**src/shared/pmc_pkg.sv**
```systemverilog
`default_nettype none
package pmc_pkg;
  // bus and history widths
  localparam int DW = 8;
  localparam int AW = 16;
  localparam int OW = 5;
  localparam int NUM_UER = 21;
  localparam int NUM_BANKS = 8;
  localparam logic [OW-1:0] LAST_OWNER = 5'h14;
  localparam logic [OW-1:0] IO_BANK_IDX = 5'h09;
  // reset values
  localparam logic [DW-1:0] STACK_RESET = 8'h00;
  localparam logic [DW-1:0] REG_RESET = 8'h00;
  // mode codes held in the low two bits of the history byte
  localparam logic [1:0] MODE_SYS = 2'h0;
  localparam logic [1:0] MODE_USER = 2'h1;
  localparam int DUAL_EN_BIT = 0;
  // register addresses
  localparam logic [AW-1:0] DUAL_MODE_ENABLE_ADDR = 16'h0420;
  localparam logic [AW-1:0] UER_ADDR [NUM_UER] = '{
    16'h0300, 16'h0320, 16'h0330, 16'h0338, 16'h0340, 16'h0348,
    16'h0350, 16'h0360, 16'h0370, 16'h0380, 16'h0388, 16'h0390,
    16'h0398, 16'h03A0, 16'h03B0, 16'h03C0, 16'h03C8, 16'h03D0,
    16'h03D8, 16'h03E0, 16'h03F0};
  // protected address ranges
  localparam logic [AW-1:0] SYS_REG_LAST = 16'h001F;
  localparam logic [7:0] UER_PAGE = 8'h03;
  localparam logic [7:0] MPROT_PAGE = 8'h04;
  // opcode lengths in clocks
  localparam logic [3:0] CYC_SET_USER = 4'h4;
  localparam logic [3:0] CYC_PUSH = 4'h9;
  localparam logic [3:0] CYC_POP = 4'h7;
  localparam logic [3:0] CYC_RESTORE = 4'h4;
  localparam logic [3:0] CYC_TRAP = 4'h2;
  localparam logic [3:0] CYC_READ = 4'h4;
  localparam logic [3:0] CYC_SYSTEM_CALL_OP = 4'hA;
  // interrupt levels
  localparam logic [1:0] VIOLATION_LEVEL = 2'h3;
  localparam logic [1:0] TOP_LEVEL = 2'h3;
  localparam logic [1:0] DEMOTED_LEVEL = 2'h2;
  localparam logic [AW-1:0] SP_STEP = 16'h0001;
  localparam logic [AW-1:0] SP_CALL_STEP = 16'h0002;

  typedef enum logic [2:0] {
    OP_SET_USER = 3'b000,
    OP_PUSH = 3'b001,
    OP_POP = 3'b010,
    OP_RESTORE = 3'b011,
    OP_TRAP = 3'b100,
    OP_READ = 3'b101,
    OP_SYSTEM_CALL_OP = 3'b110
  } pmc_op_e;

  typedef enum logic [0:0] {
    ST_IDLE = 1'b0,
    ST_BUSY = 1'b1
  } pmc_state_e;
endpackage : pmc_pkg
`default_nettype wire

```
**src/logic/pmc_mode_stack.sv**
```systemverilog
`timescale 1ns/100ps
`default_nettype none
module pmc_mode_stack (
  // clock and reset
  input wire logic clk,
  input wire logic rstn,
  // update requests, one per cycle
  input wire logic setUser,
  input wire logic restore,
  input wire logic enterSys,
  input wire logic load,
  input wire logic [pmc_pkg::DW-1:0] loadData,
  // current history byte
  output logic [pmc_pkg::DW-1:0] modeStack
);
  import pmc_pkg::*;

  // low two bits are the present mode, older modes sit above
  always_ff @(posedge clk or negedge rstn) begin
    if (!rstn) begin
      modeStack <= STACK_RESET;
    end else if (load) begin
      modeStack <= loadData;
    end else if (setUser) begin
      modeStack <= {modeStack[5:0], MODE_USER};
    end else if (enterSys) begin
      modeStack <= {modeStack[5:0], MODE_SYS};
    end else if (restore) begin
      modeStack <= {modeStack[1:0], modeStack[7:2]};
    end
  end
endmodule : pmc_mode_stack
`default_nettype wire

```
**src/logic/pmc_privilege_mode_control.sv**
```systemverilog
// Contract
// - Entry to restricted mode, interrupts, restarts and system calls push the mode; the code has no restart opcode, and reset clears the history to 00.
// - Enter-user shifts history left two, sets 01; four clocks.
// - Restore-mode rotates history right two bits, previous mode becomes current.
// - Push-mode stores history at SP-1 in nine clocks; pop loads, SP+1, seven.
// - Read-mode copies history bit zero to carry, no other flag touched.
// - Trap opcode copies E to E when dual mode off or full access.
// - Trap with dual mode on and restricted mode sets the violation flag.
// - With alternate-destination prefix the trap always copies E to alternate E.
// - System call enters full access, SP minus two, jumps to vector; ten clocks.
// - Write-only dual-mode enable register at 0x0420, reset zero.
// - Access enables reset zero; restricted peripheral writes dropped until enabled.
// - Restricted writes to registers of no enabled peripheral are discarded.
// - Disabled bank: drop restricted control writes and suppress its strobe.
// - Restricted access denied to 0000h-001Fh, enable and protection registers.
// - Access enables decode at their listed addresses and are write-only.
// - The trap violation is requested at priority level three.
// - Restricted-mode interrupts programmed at level three are demoted to two.
`timescale 1ns/100ps
`default_nettype none
module pmc_privilege_mode_control (
  // clock and reset
  input wire logic clk,
  input wire logic rstn,
  // opcode request from the execution unit
  input wire logic opStart,
  input wire pmc_pkg::pmc_op_e opCode,
  input wire logic altDest,
  input wire logic intEntry,
  output logic opBusy,
  output logic opDone,
  // stack pointer and vector inputs
  input wire logic [pmc_pkg::AW-1:0] spIn,
  input wire logic [pmc_pkg::DW-1:0] tableBase,
  input wire logic [pmc_pkg::DW-1:0] callOffset,
  // memory access for push and pop
  output logic memWe,
  output logic memRe,
  output logic [pmc_pkg::AW-1:0] memAddr,
  output logic [pmc_pkg::DW-1:0] memWrData,
  input wire logic [pmc_pkg::DW-1:0] memRdData,
  // register and flag effects
  output logic spLoad,
  output logic [pmc_pkg::AW-1:0] spOut,
  output logic pcLoad,
  output logic [pmc_pkg::AW-1:0] pcOut,
  output logic carryLoad,
  output logic carryFlag,
  output logic copyE,
  output logic copyEAlt,
  // violation request
  output logic violationReq,
  output logic [1:0] violationLevel,
  // peripheral interrupt level demotion
  input wire logic userIntReq,
  input wire logic [1:0] userIntLevel,
  output logic userIntReqOut,
  output logic [1:0] userIntLevelOut,
  // internal I/O bus write side
  input wire logic ioWr,
  input wire logic [pmc_pkg::AW-1:0] ioAddr,
  input wire logic [pmc_pkg::DW-1:0] ioWrData,
  input wire logic ioOwnerValid,
  input wire logic [pmc_pkg::OW-1:0] ioOwner,
  input wire logic ioBankCtl,
  input wire logic [2:0] ioBank,
  output logic ioWrOut,
  // I/O bank strobes
  input wire logic [pmc_pkg::NUM_BANKS-1:0] bankStrobeIn,
  output logic [pmc_pkg::NUM_BANKS-1:0] bankStrobeOut,
  // mode status
  output logic [pmc_pkg::DW-1:0] modeStack,
  output logic dualModeOn,
  output logic restricted
);
  import pmc_pkg::*;

  pmc_state_e state;
  pmc_op_e curOp;
  logic [3:0] cnt;
  logic accept;
  logic entryTake;
  logic [DW-1:0] dualModeEnable;
  logic [DW-1:0] uer [NUM_UER];
  logic sysWrite;
  logic protAddr;
  logic ownerOk;
  logic userAllowed;

  // opcode length lookup
  function automatic logic [3:0] cycOf(input pmc_op_e op);
    case (op)
      OP_SET_USER: cycOf = CYC_SET_USER;
      OP_PUSH: cycOf = CYC_PUSH;
      OP_POP: cycOf = CYC_POP;
      OP_RESTORE: cycOf = CYC_RESTORE;
      OP_TRAP: cycOf = CYC_TRAP;
      OP_READ: cycOf = CYC_READ;
      OP_SYSTEM_CALL_OP: cycOf = CYC_SYSTEM_CALL_OP;
      default: cycOf = CYC_TRAP;
    endcase
  endfunction : cycOf

  // interrupt entry wins the cycle; requests while busy are refused
  assign entryTake = intEntry && (state == ST_IDLE);
  assign accept = opStart && (state == ST_IDLE) && !intEntry;
  assign opBusy = (state == ST_BUSY);
  assign opDone = (state == ST_BUSY) && (cnt == 4'h1);

  // sequencer holds the opcode for its documented clock count
  always_ff @(posedge clk or negedge rstn) begin
    if (!rstn) begin
      state <= ST_IDLE;
      cnt <= 4'h0;
      curOp <= OP_SET_USER;
    end else begin
      case (state)
        ST_IDLE: begin
          if (accept) begin
            state <= ST_BUSY;
            cnt <= cycOf(opCode) - 4'h1;
            curOp <= opCode;
          end
        end
        ST_BUSY: begin
          cnt <= cnt - 4'h1;
          if (cnt == 4'h1) begin
            state <= ST_IDLE;
          end
        end
        default: state <= ST_IDLE;
      endcase
    end
  end

  // history byte updates
  pmc_mode_stack u_stack (
    .clk(clk),
    .rstn(rstn),
    .setUser(accept && opCode == OP_SET_USER),
    .restore(accept && opCode == OP_RESTORE),
    .enterSys(entryTake || (accept && opCode == OP_SYSTEM_CALL_OP)),
    .load(opDone && curOp == OP_POP),
    .loadData(memRdData),
    .modeStack(modeStack)
  );

  assign dualModeOn = dualModeEnable[DUAL_EN_BIT];
  assign restricted = dualModeOn && modeStack[0];

  // one-cycle effects, issued the cycle after the opcode is taken
  always_ff @(posedge clk or negedge rstn) begin
    if (!rstn) begin
      memWe <= 1'b0;
      memRe <= 1'b0;
      memAddr <= '0;
      memWrData <= '0;
      spLoad <= 1'b0;
      spOut <= '0;
      pcLoad <= 1'b0;
      pcOut <= '0;
    end else begin
      memWe <= 1'b0;
      memRe <= 1'b0;
      spLoad <= 1'b0;
      pcLoad <= 1'b0;
      if (accept && opCode == OP_PUSH) begin
        memWe <= 1'b1;
        memAddr <= spIn - SP_STEP;
        memWrData <= modeStack;
        spLoad <= 1'b1;
        spOut <= spIn - SP_STEP;
      end else if (accept && opCode == OP_POP) begin
        memRe <= 1'b1;
        memAddr <= spIn;
        spLoad <= 1'b1;
        spOut <= spIn + SP_STEP;
      end else if (accept && opCode == OP_SYSTEM_CALL_OP) begin
        spLoad <= 1'b1;
        spOut <= spIn - SP_CALL_STEP;
        pcLoad <= 1'b1;
        pcOut <= {tableBase, callOffset};
      end
    end
  end

  // flag and register-copy effects
  always_ff @(posedge clk or negedge rstn) begin
    if (!rstn) begin
      carryLoad <= 1'b0;
      carryFlag <= 1'b0;
      copyE <= 1'b0;
      copyEAlt <= 1'b0;
      violationReq <= 1'b0;
    end else begin
      carryLoad <= 1'b0;
      copyE <= 1'b0;
      copyEAlt <= 1'b0;
      violationReq <= 1'b0;
      if (accept && opCode == OP_READ) begin
        carryLoad <= 1'b1;
        carryFlag <= modeStack[0];
      end
      if (accept && opCode == OP_TRAP) begin
        if (altDest) begin
          copyEAlt <= 1'b1;
        end else begin
          copyE <= 1'b1;
          violationReq <= dualModeOn && modeStack[0];
        end
      end
    end
  end

  assign violationLevel = VIOLATION_LEVEL;

  // level three is reserved for system sources, so cap user requests
  always_ff @(posedge clk or negedge rstn) begin
    if (!rstn) begin
      userIntReqOut <= 1'b0;
      userIntLevelOut <= 2'h0;
    end else begin
      userIntReqOut <= userIntReq;
      userIntLevelOut <= (userIntLevel == TOP_LEVEL) ? DEMOTED_LEVEL : userIntLevel;
    end
  end

  // enable registers are only writable from full-access code
  assign sysWrite = ioWr && !restricted;

  // dual-mode enable register
  always_ff @(posedge clk or negedge rstn) begin
    if (!rstn) begin
      dualModeEnable <= REG_RESET;
    end else if (sysWrite && ioAddr == DUAL_MODE_ENABLE_ADDR) begin
      dualModeEnable <= ioWrData;
    end
  end

  // one access-enable register per peripheral
  for (genvar gi = 0; gi < NUM_UER; gi++) begin : g_uer
    always_ff @(posedge clk or negedge rstn) begin
      if (!rstn) begin
        uer[gi] <= REG_RESET;
      end else if (sysWrite && ioAddr == UER_ADDR[gi]) begin
        uer[gi] <= ioWrData;
      end
    end
  end

  assign protAddr = (ioAddr <= SYS_REG_LAST) || (ioAddr[15:8] == UER_PAGE) ||
                    (ioAddr[15:8] == MPROT_PAGE);

  // owner check; the bank register is handled per bank instead
  always_comb begin
    ownerOk = 1'b0;
    if (ioBankCtl) begin
      ownerOk = uer[IO_BANK_IDX][ioBank];
    end else if (ioOwnerValid && ioOwner <= LAST_OWNER && ioOwner != IO_BANK_IDX) begin
      ownerOk = (uer[ioOwner] != REG_RESET);
    end else begin
      ownerOk = 1'b0;
    end
  end

  assign userAllowed = ownerOk && !protAddr;
  // write strobe gating is combinational so bus timing is unchanged
  assign ioWrOut = ioWr && (!restricted || userAllowed);

  // strobes pass untouched outside restricted mode
  for (genvar gb = 0; gb < NUM_BANKS; gb++) begin : g_bank
    assign bankStrobeOut[gb] = bankStrobeIn[gb] && (!restricted || uer[IO_BANK_IDX][gb]);
  end

  // checks
  property p_set_user;
    @(posedge clk) disable iff (!rstn)
    accept && opCode == OP_SET_USER |=>
      modeStack == {$past(modeStack[5:0]), MODE_USER} ##2 opDone;
  endproperty
  a_set_user: assert property (p_set_user) else $error("enter-user wrong");

  property p_restore;
    @(posedge clk) disable iff (!rstn)
    accept && opCode == OP_RESTORE |=>
      modeStack == {$past(modeStack[1:0]), $past(modeStack[7:2])};
  endproperty
  a_restore: assert property (p_restore) else $error("restore wrong");

  property p_entry;
    @(posedge clk) disable iff (!rstn)
    entryTake |=> modeStack == {$past(modeStack[5:0]), MODE_SYS} && !restricted;
  endproperty
  a_entry: assert property (p_entry) else $error("entry push wrong");

  property p_push;
    @(posedge clk) disable iff (!rstn)
    accept && opCode == OP_PUSH |=>
      memWe && memAddr == $past(spIn) - SP_STEP && memWrData == $past(modeStack)
      ##7 opDone;
  endproperty
  a_push: assert property (p_push) else $error("push wrong");

  property p_pop;
    @(posedge clk) disable iff (!rstn)
    accept && opCode == OP_POP |=> memRe && spOut == $past(spIn) + SP_STEP
      ##4 !opDone ##1 opDone ##1 modeStack == $past(memRdData);
  endproperty
  a_pop: assert property (p_pop) else $error("pop wrong");

  property p_read;
    @(posedge clk) disable iff (!rstn)
    accept && opCode == OP_READ |=> carryLoad && carryFlag == $past(modeStack[0]);
  endproperty
  a_read: assert property (p_read) else $error("read-mode wrong");

  property p_trap;
    @(posedge clk) disable iff (!rstn)
    accept && opCode == OP_TRAP && !altDest |=>
      copyE && violationReq == $past(restricted) && opDone;
  endproperty
  a_trap: assert property (p_trap) else $error("trap wrong");

  property p_trap_alt;
    @(posedge clk) disable iff (!rstn)
    accept && opCode == OP_TRAP && altDest |=> copyEAlt && !copyE && !violationReq;
  endproperty
  a_trap_alt: assert property (p_trap_alt) else $error("alt trap wrong");

  property p_system_call_op;
    @(posedge clk) disable iff (!rstn)
    accept && opCode == OP_SYSTEM_CALL_OP |=> pcLoad && !restricted &&
      pcOut == {$past(tableBase), $past(callOffset)} ##8 opDone;
  endproperty
  a_system_call_op: assert property (p_system_call_op) else $error("system_call_op wrong");

  property p_protect;
    @(posedge clk) disable iff (!rstn)
    restricted && protAddr |-> !ioWrOut;
  endproperty
  a_protect: assert property (p_protect) else $error("protected write passed");

  property p_enable_hold;
    @(posedge clk) disable iff (!rstn)
    restricted |=> dualModeEnable == $past(dualModeEnable);
  endproperty
  a_enable_hold: assert property (p_enable_hold) else $error("enable changed");

  property p_strobe;
    @(posedge clk) disable iff (!rstn)
    restricted && !uer[IO_BANK_IDX][0] |-> !bankStrobeOut[0];
  endproperty
  a_strobe: assert property (p_strobe) else $error("bank strobe leaked");

  property p_demote;
    @(posedge clk) disable iff (!rstn)
    userIntLevel == TOP_LEVEL |=> userIntLevelOut == DEMOTED_LEVEL;
  endproperty
  a_demote: assert property (p_demote) else $error("level not demoted");

  c_violation: cover property (@(posedge clk) disable iff (!rstn)
    violationReq);
  c_system_call_op: cover property (@(posedge clk) disable iff (!rstn)
    restricted ##1 accept && opCode == OP_SYSTEM_CALL_OP);
  c_user_write: cover property (@(posedge clk) disable iff (!rstn)
    restricted && ioWrOut);
  c_pop: cover property (@(posedge clk) disable iff (!rstn)
    opDone && curOp == OP_POP);
endmodule : pmc_privilege_mode_control
`default_nettype wire

```
**config.mk**
```make
export PLATFORM = sky130hd
export DESIGN_NAME = pmc_privilege_mode_control
export DESIGN_NICKNAME = d
export VERILOG_FILES = /design/src/shared/pmc_pkg.sv /design/src/logic/pmc_mode_stack.sv /design/src/logic/pmc_privilege_mode_control.sv
export SDC_FILE = /design/constraint.sdc
export NUM_CORES = 1
export LEC_CHECK = 0
export BUFFER_PORTS_ARGS = -buffer_cell sky130_fd_sc_hd__buf_2
export CORE_MARGIN = 5
export CORE_UTILIZATION = 48
export DETAILED_ROUTE_END_ITERATION = 6
export PLACE_DENSITY = 0.8
export SKIP_LAST_GASP = 1
export SYNTH_ARGS = -nofsm -noshare
export SYNTH_HDL_FRONTEND = slang
export SYNTH_SLANG_ARGS = --single-unit
export TNS_END_PERCENT = 30
```
**constraint.sdc**
```tcl
create_clock -name clk -period 3.8 [get_ports clk]
set_clock_uncertainty 0.15 [all_clocks]
set_input_delay 1.14 -clock clk [delete_from_list [all_inputs] [get_ports clk]]
set_output_delay 1.14 -clock clk [all_outputs]
set_load 0.02 [all_outputs]
```
======== Yosys cells after proc, flatten, opt, wreduce, memory -nomap -nowiden ========
Cells that the tools add are included.
W data, S select, Z words.
word-level totals
  ROM bits ................................ 0
  bits in latches ......................... 0
  memories ................................ 0
  input port bits ......................... 94
  bits in registers ....................... 253
  output and inout bits ................... 91
  bits in writable memories ............... 0
cells by class
  order comparisons ....................... 4
  $mul .................................... 0
  bitwise gates (word level) .............. 4
  add/subtract/negate cells ............... 5
  reductions and logical operators ........ 71
  shift operators ......................... 0
  div/mod/pow operators ................... 0
  muxes and demuxes ....................... 40
  equal/unequal tests ..................... 35
operators by type and width
  kind                     number
  $eq A16 B10 Y1 const B   21
  $mux W16                 5
  $logic_and A1 B1 Y1      48
  $mux W8                  6
  $bmux W8 S5              1
  $mux W1                  20
  $add A16 B1 Y16 const B  1
  $eq A16 B11 Y1 const B   1
  $le A16 B5 Y1 const B    1
  $pmux W4 S4              1
  $sub A16 B1 Y16 const B  1
  $sub A16 B2 Y16 const B  1
  $logic_or A1 B1 Y1       12
  $mux W4                  3
  $eq A3 B2 Y1 const B     3
  $eq A3 B3 Y1 const B     3
  $eq A8 B2 Y1 const B     1
  $eq A8 B3 Y1 const B     1
  $pmux W4 S2              1
  $reduce_bool A8 Y1       1
  $sub A4 B1 Y4 const B    2
  $ge A6 B6 Y1 const B     1
  $not A5 Y6               1
  $le A5 B5 Y1 const B     1
  18 further kinds         22

======== Depth between registers and ports, before layout ========
  depth after elaboration ................. 10
  gate-level depth with buffers ........... 11
  depth with buffers taken out ............ 8

======== Cells and area by module ========
Synthesis repeated with hierarchy kept, for this count alone.
unflattened totals
  cell total of the unflattened synthesis .. 1096
  area total of the unflattened synthesis .. 12201.7 um2
modules (own cells, without submodules)
  module                      seq. area each (um2)  cells an instance  times used  area an instance (um2)
  pmc_privilege_mode_control  6130.9                1046               1           11733.8
  pmc_mode_stack              200.2                 50                 1           467.9

======== Least setup slack after synthesis ========
OpenSTA, ideal clock, no wires.
  path type ............................... input -> output
  from .................................... input port ioOwner[0] in the netlist's numbering
  to ...................................... output port ioWrOut
  cell stages on the path ................. 6
  arrival ................................. 2.984 ns
  path slack .............................. -0.474 ns
  path through ............................ buf_2 clkinv_1 a311o_1 a211o_1 a311o_1 o31ai_1
on the way
  word-level cells in the longest chain between the ends .. 10
  elaborated cells on any way between the ends .. 14
  those cells by class .................... 1 x order compare; 1 x eq/ne; 5 x mux; 1 x bitwise; 6 x reduce/logical
ends and longest elaborated chain
  element                                      line                               text
  start: declaration                           pmc_privilege_mode_control.sv:64   input wire logic [pmc_pkg::OW-1:0] ioOwner,
  $not A5 Y6 (not written as such)             pmc_privilege_mode_control.sv:260  ownerOk = (uer[ioOwner] != REG_RESET);
  $bmux W8 S5                                  pmc_privilege_mode_control.sv:260
  $mux W8 (not written as such) (2 in series)  pmc_privilege_mode_control.sv:260
  $reduce_bool A8 Y1                           pmc_privilege_mode_control.sv:260
  $mux W1 (*)                                  pmc_privilege_mode_control.sv:259  end else if (ioOwnerValid && ioOwner <= LAST_OWNER && ioOwner != IO_BANK_IDX) begin
  $mux W1 (*)                                  pmc_privilege_mode_control.sv:257  if (ioBankCtl) begin
  $logic_and A1 B1 Y1 (*)                      pmc_privilege_mode_control.sv:266  assign userAllowed = ownerOk && !protAddr;
  $logic_or A1 B1 Y1 (*)                       pmc_privilege_mode_control.sv:268  assign ioWrOut = ioWr && (!restricted || userAllowed);
  $logic_and A1 B1 Y1 (*)                      pmc_privilege_mode_control.sv:268
  end: declaration                             pmc_privilege_mode_control.sv:67   output logic ioWrOut,
Mark *: on every way between the ends. The rest lies on a longest branch, timed or not. The select of a mux whose other input is x is not followed.

======== Worst setup path in the final report ========
Same ends and word-level chain as after synthesis.

==> implementation parameters <==
Parameter                              Value

Setup path
  Crit path max-delay cell type    sky130_fd_sc_hd__a2111oi_4
  Most used cell along the critical path    sky130_fd_sc_hd__buf_12
  CP max FO    7
  Crit path max-delay family    compound AO/OA/AOI/OAI gates
  Kind of end point of the critical path    output port
  Cells along the critical path    buf_12, buf_12, nor4_4, o21ai_2, a2111oi_4, o311a_1, o31ai_4, buf_6
  Class of the most critical setup path    in2out
  Number of buffer and inverter instances along the worst setup path    3
  Worst Setup Start Kind    primary input
  Crit path required time    2.51 ns
  Slowest stage delay, CP    0.37 ns
  Worst path arrival time    2.72 ns

Routing
  Drt wl/cell    19.7 um
  Aggregate routed wire length    30.3 mm
  Remaining number of nets flagged by the antenna check after routing    0
  Detailed Route Iter0 Violations    595
  Vias per cell    5.72
  Final routed DRC violation total    0
  Detailed-routing iteration count for the pre-antenna-repair pass    5
  Number of vias in the routed layout    8798

Logic synthesis
  Largest area contributor in the netlist    sky130_fd_sc_hd__dfrtp_1
  Synthesis-stage register bit count    253
  Main combinational cell family by area after synthesis    multiplexers
  Area share of the leading cell type in the synthesized netlist    54.0%
  Post-synthesis share of cell area spent on xor and xnor gates    1.34%
  YS warnings    0
  Area share of and/or/nand/nor cells after synthesis    13.1%
  Async set-or-reset flop fraction in the synthesized netlist    100%
  Syn avg cell area    11.7 um2
  Netlist cell types    66
  Post-synthesis cell area    0.0117 mm2
  Area fraction in compound gates after synthesis    8.38%
  Most used DFF post-synth    sky130_fd_sc_hd__dfrtp_1
  Adder-cell share of the synthesized area    0.854%
  Number of enable flip-flop cells after synthesis    0
  Cell count after synthesis    1001
  Share of synthesized area occupied by flip-flops and latches    54.0%
  Multiplexer share of the synthesized area    19.6%
  Leading cell types by total area after synthesis    sky130_fd_sc_hd__dfrtp_1 54%, sky130_fd_sc_hd__mux2_2 18%, sky130_fd_sc_hd__nand2_1 2.8%, sky130_fd_sc_hd__nor4_1 2.1%, sky130_fd_sc_hd__o21ai_0 1.8%

Placed design
  Placement-stage worst setup slack    -0.555 ns
  Gpl congestion    0.885
  Detailed placer's ending HPWL    20.9 mm
  Area after detailed placement    0.0132 mm2
  Quantity of I/O buffers inserted on ports    182

Floorplan
  X dimension of the die    166 um
  Top-level I/O count    185
  Site row count    57
  Area inside the core boundary    0.0242 mm2
  Initial Utilization    48.5%
  Floorplan die area    0.0277 mm2
  Die Y    166 um

Power
  Worst supply voltage drop on vdd    0.000361 V
  Reported leakage power    7.10 nW
  Power density normalized to cell area    508 mW/mm2

Final layout
  Fraction of layout instances using a drive strength above 1    41.3%
  Fill cell instance count of the final layout    1890
  Final std cell area, no fill    0.0142 mm2
  Commonest non-fill, non-tap cells in the layout    253 x sky130_fd_sc_hd__dfrtp_1, 186 x sky130_fd_sc_hd__mux2_2, 179 x sky130_fd_sc_hd__buf_2, 88 x sky130_fd_sc_hd__nand2_1, 45 x sky130_fd_sc_hd__nor2_1
  Nets@finish    1297
  Post-Route Utilization    58.9%
  P&R area growth vs syn    21.4%
  Area used by sequential logic in the layout    0.00633 mm2
  Footprint of the multi-input gates    0.00520 mm2
  Most common cell after layout, fill and taps aside    sky130_fd_sc_hd__dfrtp_1

Global routing
  Initial antenna violation count    4
  Via count of the first global-routing pass    9278
  Met3 Use GR    5.55%
  Overall track demand over capacity in global routing    21.6%
  Overall overflow remaining after global route    0
  Met2 usage in global routing    36.1%
  Busiest layer in global routing    met2
  Pin count of the biggest net entering global routing    93
  Global routing met1 resource utilization    28.1%
  First-pass GRT wire length    49.7 mm

STA
  Maximum clock frequency    0.249 GHz
  Endpoints failing setup    1
  Tightest slew margin relative to the limit    42.3%
  Fin worst setup slack    -0.214 ns
  Worst hold slack    0.315 ns
  Crit path time final    4.01 ns
  Slew @ Worst Pin    0.862 ns
  Max Slew Vio Count    0
  Fin crit share    106%
  Final hold violation count    0
  RSZ-0062 raised after global routing    true
  TNS Setup    -0.214 ns

Min path
  Tightest Hold Check Type    reg2reg

Clock network
  Number of sinks handled by clock tree synthesis    253
  Clock-pin slew of the registers on the worst-case setup and hold paths    0.06 ns
  Cts bufs inserted    27
  CTS Buffer Depth    3
  Clock insertion delay at the later pin of the skew report    0.55 ns
  CTS tree    yes
  Cell at the root of the clock tree    sky130_fd_sc_hd__clkbuf_16
  Post-CTS repair timing setup buffer count    0
  H-tree levels    1

Outcome
  Result of the run    finished with violations
  Failing checks    negative setup slack

Job
  Number of max-cap violations    0
## area by class of cell
cell class | count | share of cell area [%]
Multi-Input combinational cell | 669 | 36.5
Timing Repair Buffer | 227 | 9.26
Antenna cell | 1 | 0.0176
Clock buffer | 41 | 5.68
Clock inverter | 6 | 0.668
Sequential cell | 253 | 44.5
Inverter | 17 | 0.536
Tap cell | 324 | 2.85
## cells by family (layout without fill, tap and decap cells)
family / count (synthesis) / count (layout)
xor gates and xnor gates: 18 / 18
DFF: 253 / 253
adders and majority gates: 8 / 8
buffers and inverters: 80 / 291
muxes: 201 / 201
other: 1 / 3
AOI/OAI and AO/OA: 152 / 152
and+or+nand+nor: 288 / 288
## cells in the mapped netlist (all sizes together), types with 5 or more instances
cell	n
nand3	17
xnor2	10
xor2	8
clkbuf	54
o31ai	5
dfrtp	253
a221o	6
or4	6
nor3b	8
mux2i	10
o21a	9
o22ai	7
nor2b	6
buf	9
a31oi	8
nand2	96
a21oi	33
ha	8
a211oi	10
nand4	7
nand2b	11
nor4	40
o211ai	8
mux2	187
inv	13
nor3	24
nor2	51
o21ai	43
## worst min-delay path, cell delays in order (launching register included)
cell	delay [ns]
sky130_fd_sc_hd__dfrtp_1	0.33
sky130_fd_sc_hd__nand2_1	0.05
sky130_fd_sc_hd__nand2_1	0.05
## per-layer routing
layer  vias to the layer above  wire length, um
met1                      4364            12300
li1                       4040                -
met3                        58             2450
met5                         -               26
met4                         6              688
met2                       330            14900
## path summary, 6_finish.rpt
kind                            slack, ns                                to  cells past startpoint                 start
worst max-delay path                -0.21                           ioWrOut                      8            ioOwner[0]
min in group asynchronous            0.46              uer[106]$_DFFE_PN0P_                      1                  rstn
worst max register to register       1.00  u_stack.modeStack[3]$_DFFE_PN0P_                      8    cnt[1]$_DFFE_PN0P_
worst min register to register       0.32              curOp[1]$_DFFE_PN0P_                      2  curOp[1]$_DFFE_PN0P_
max in group asynchronous            2.15              pcOut[0]$_DFFE_PN0P_                      2                  rstn
worst min-delay path                 0.32              curOp[1]$_DFFE_PN0P_                      2  curOp[1]$_DFFE_PN0P_
## registers in the layout, summed over array words and instances (netlist names), 2 cells and up
name,flops
uer,168
memAddr,16
pcOut,16
spOut,16
memWrData,8
u_stack.modeStack,8
cnt,4
curOp,3
userIntLevelOut,2
## stage by stage
stage	instances	total power, W
after global placement	1490	0.00460
after detailed placement	1490	0.00464
final	1538	0.00724
after CTS	1537	0.00730
after floorplan	1002	0.00405
after global routing	1537	0.00760
## timing repair
item	4_1_cts	5_1_grt
resized for setup	14	13
pin swaps	4	4
endpoints found under the setup margin	1	1
hold buffers	0	0
hold endpoints to repair	0	0
cloned	0	0
## power breakdown
group | total, W | leakage [nW] | switching [W] | internal (W)
clock network | 0.00264 | 0.447 | 0.00104 | 0.00160
logic | 0.00141 | 3.19 | 0.000875 | 0.000535
registers | 0.00319 | 3.46 | 0.000205 | 0.00298
total | 0.00724 | 7.10 | 0.00212 | 0.00512
Note: power is estimated with default switching activity, not from simulation.
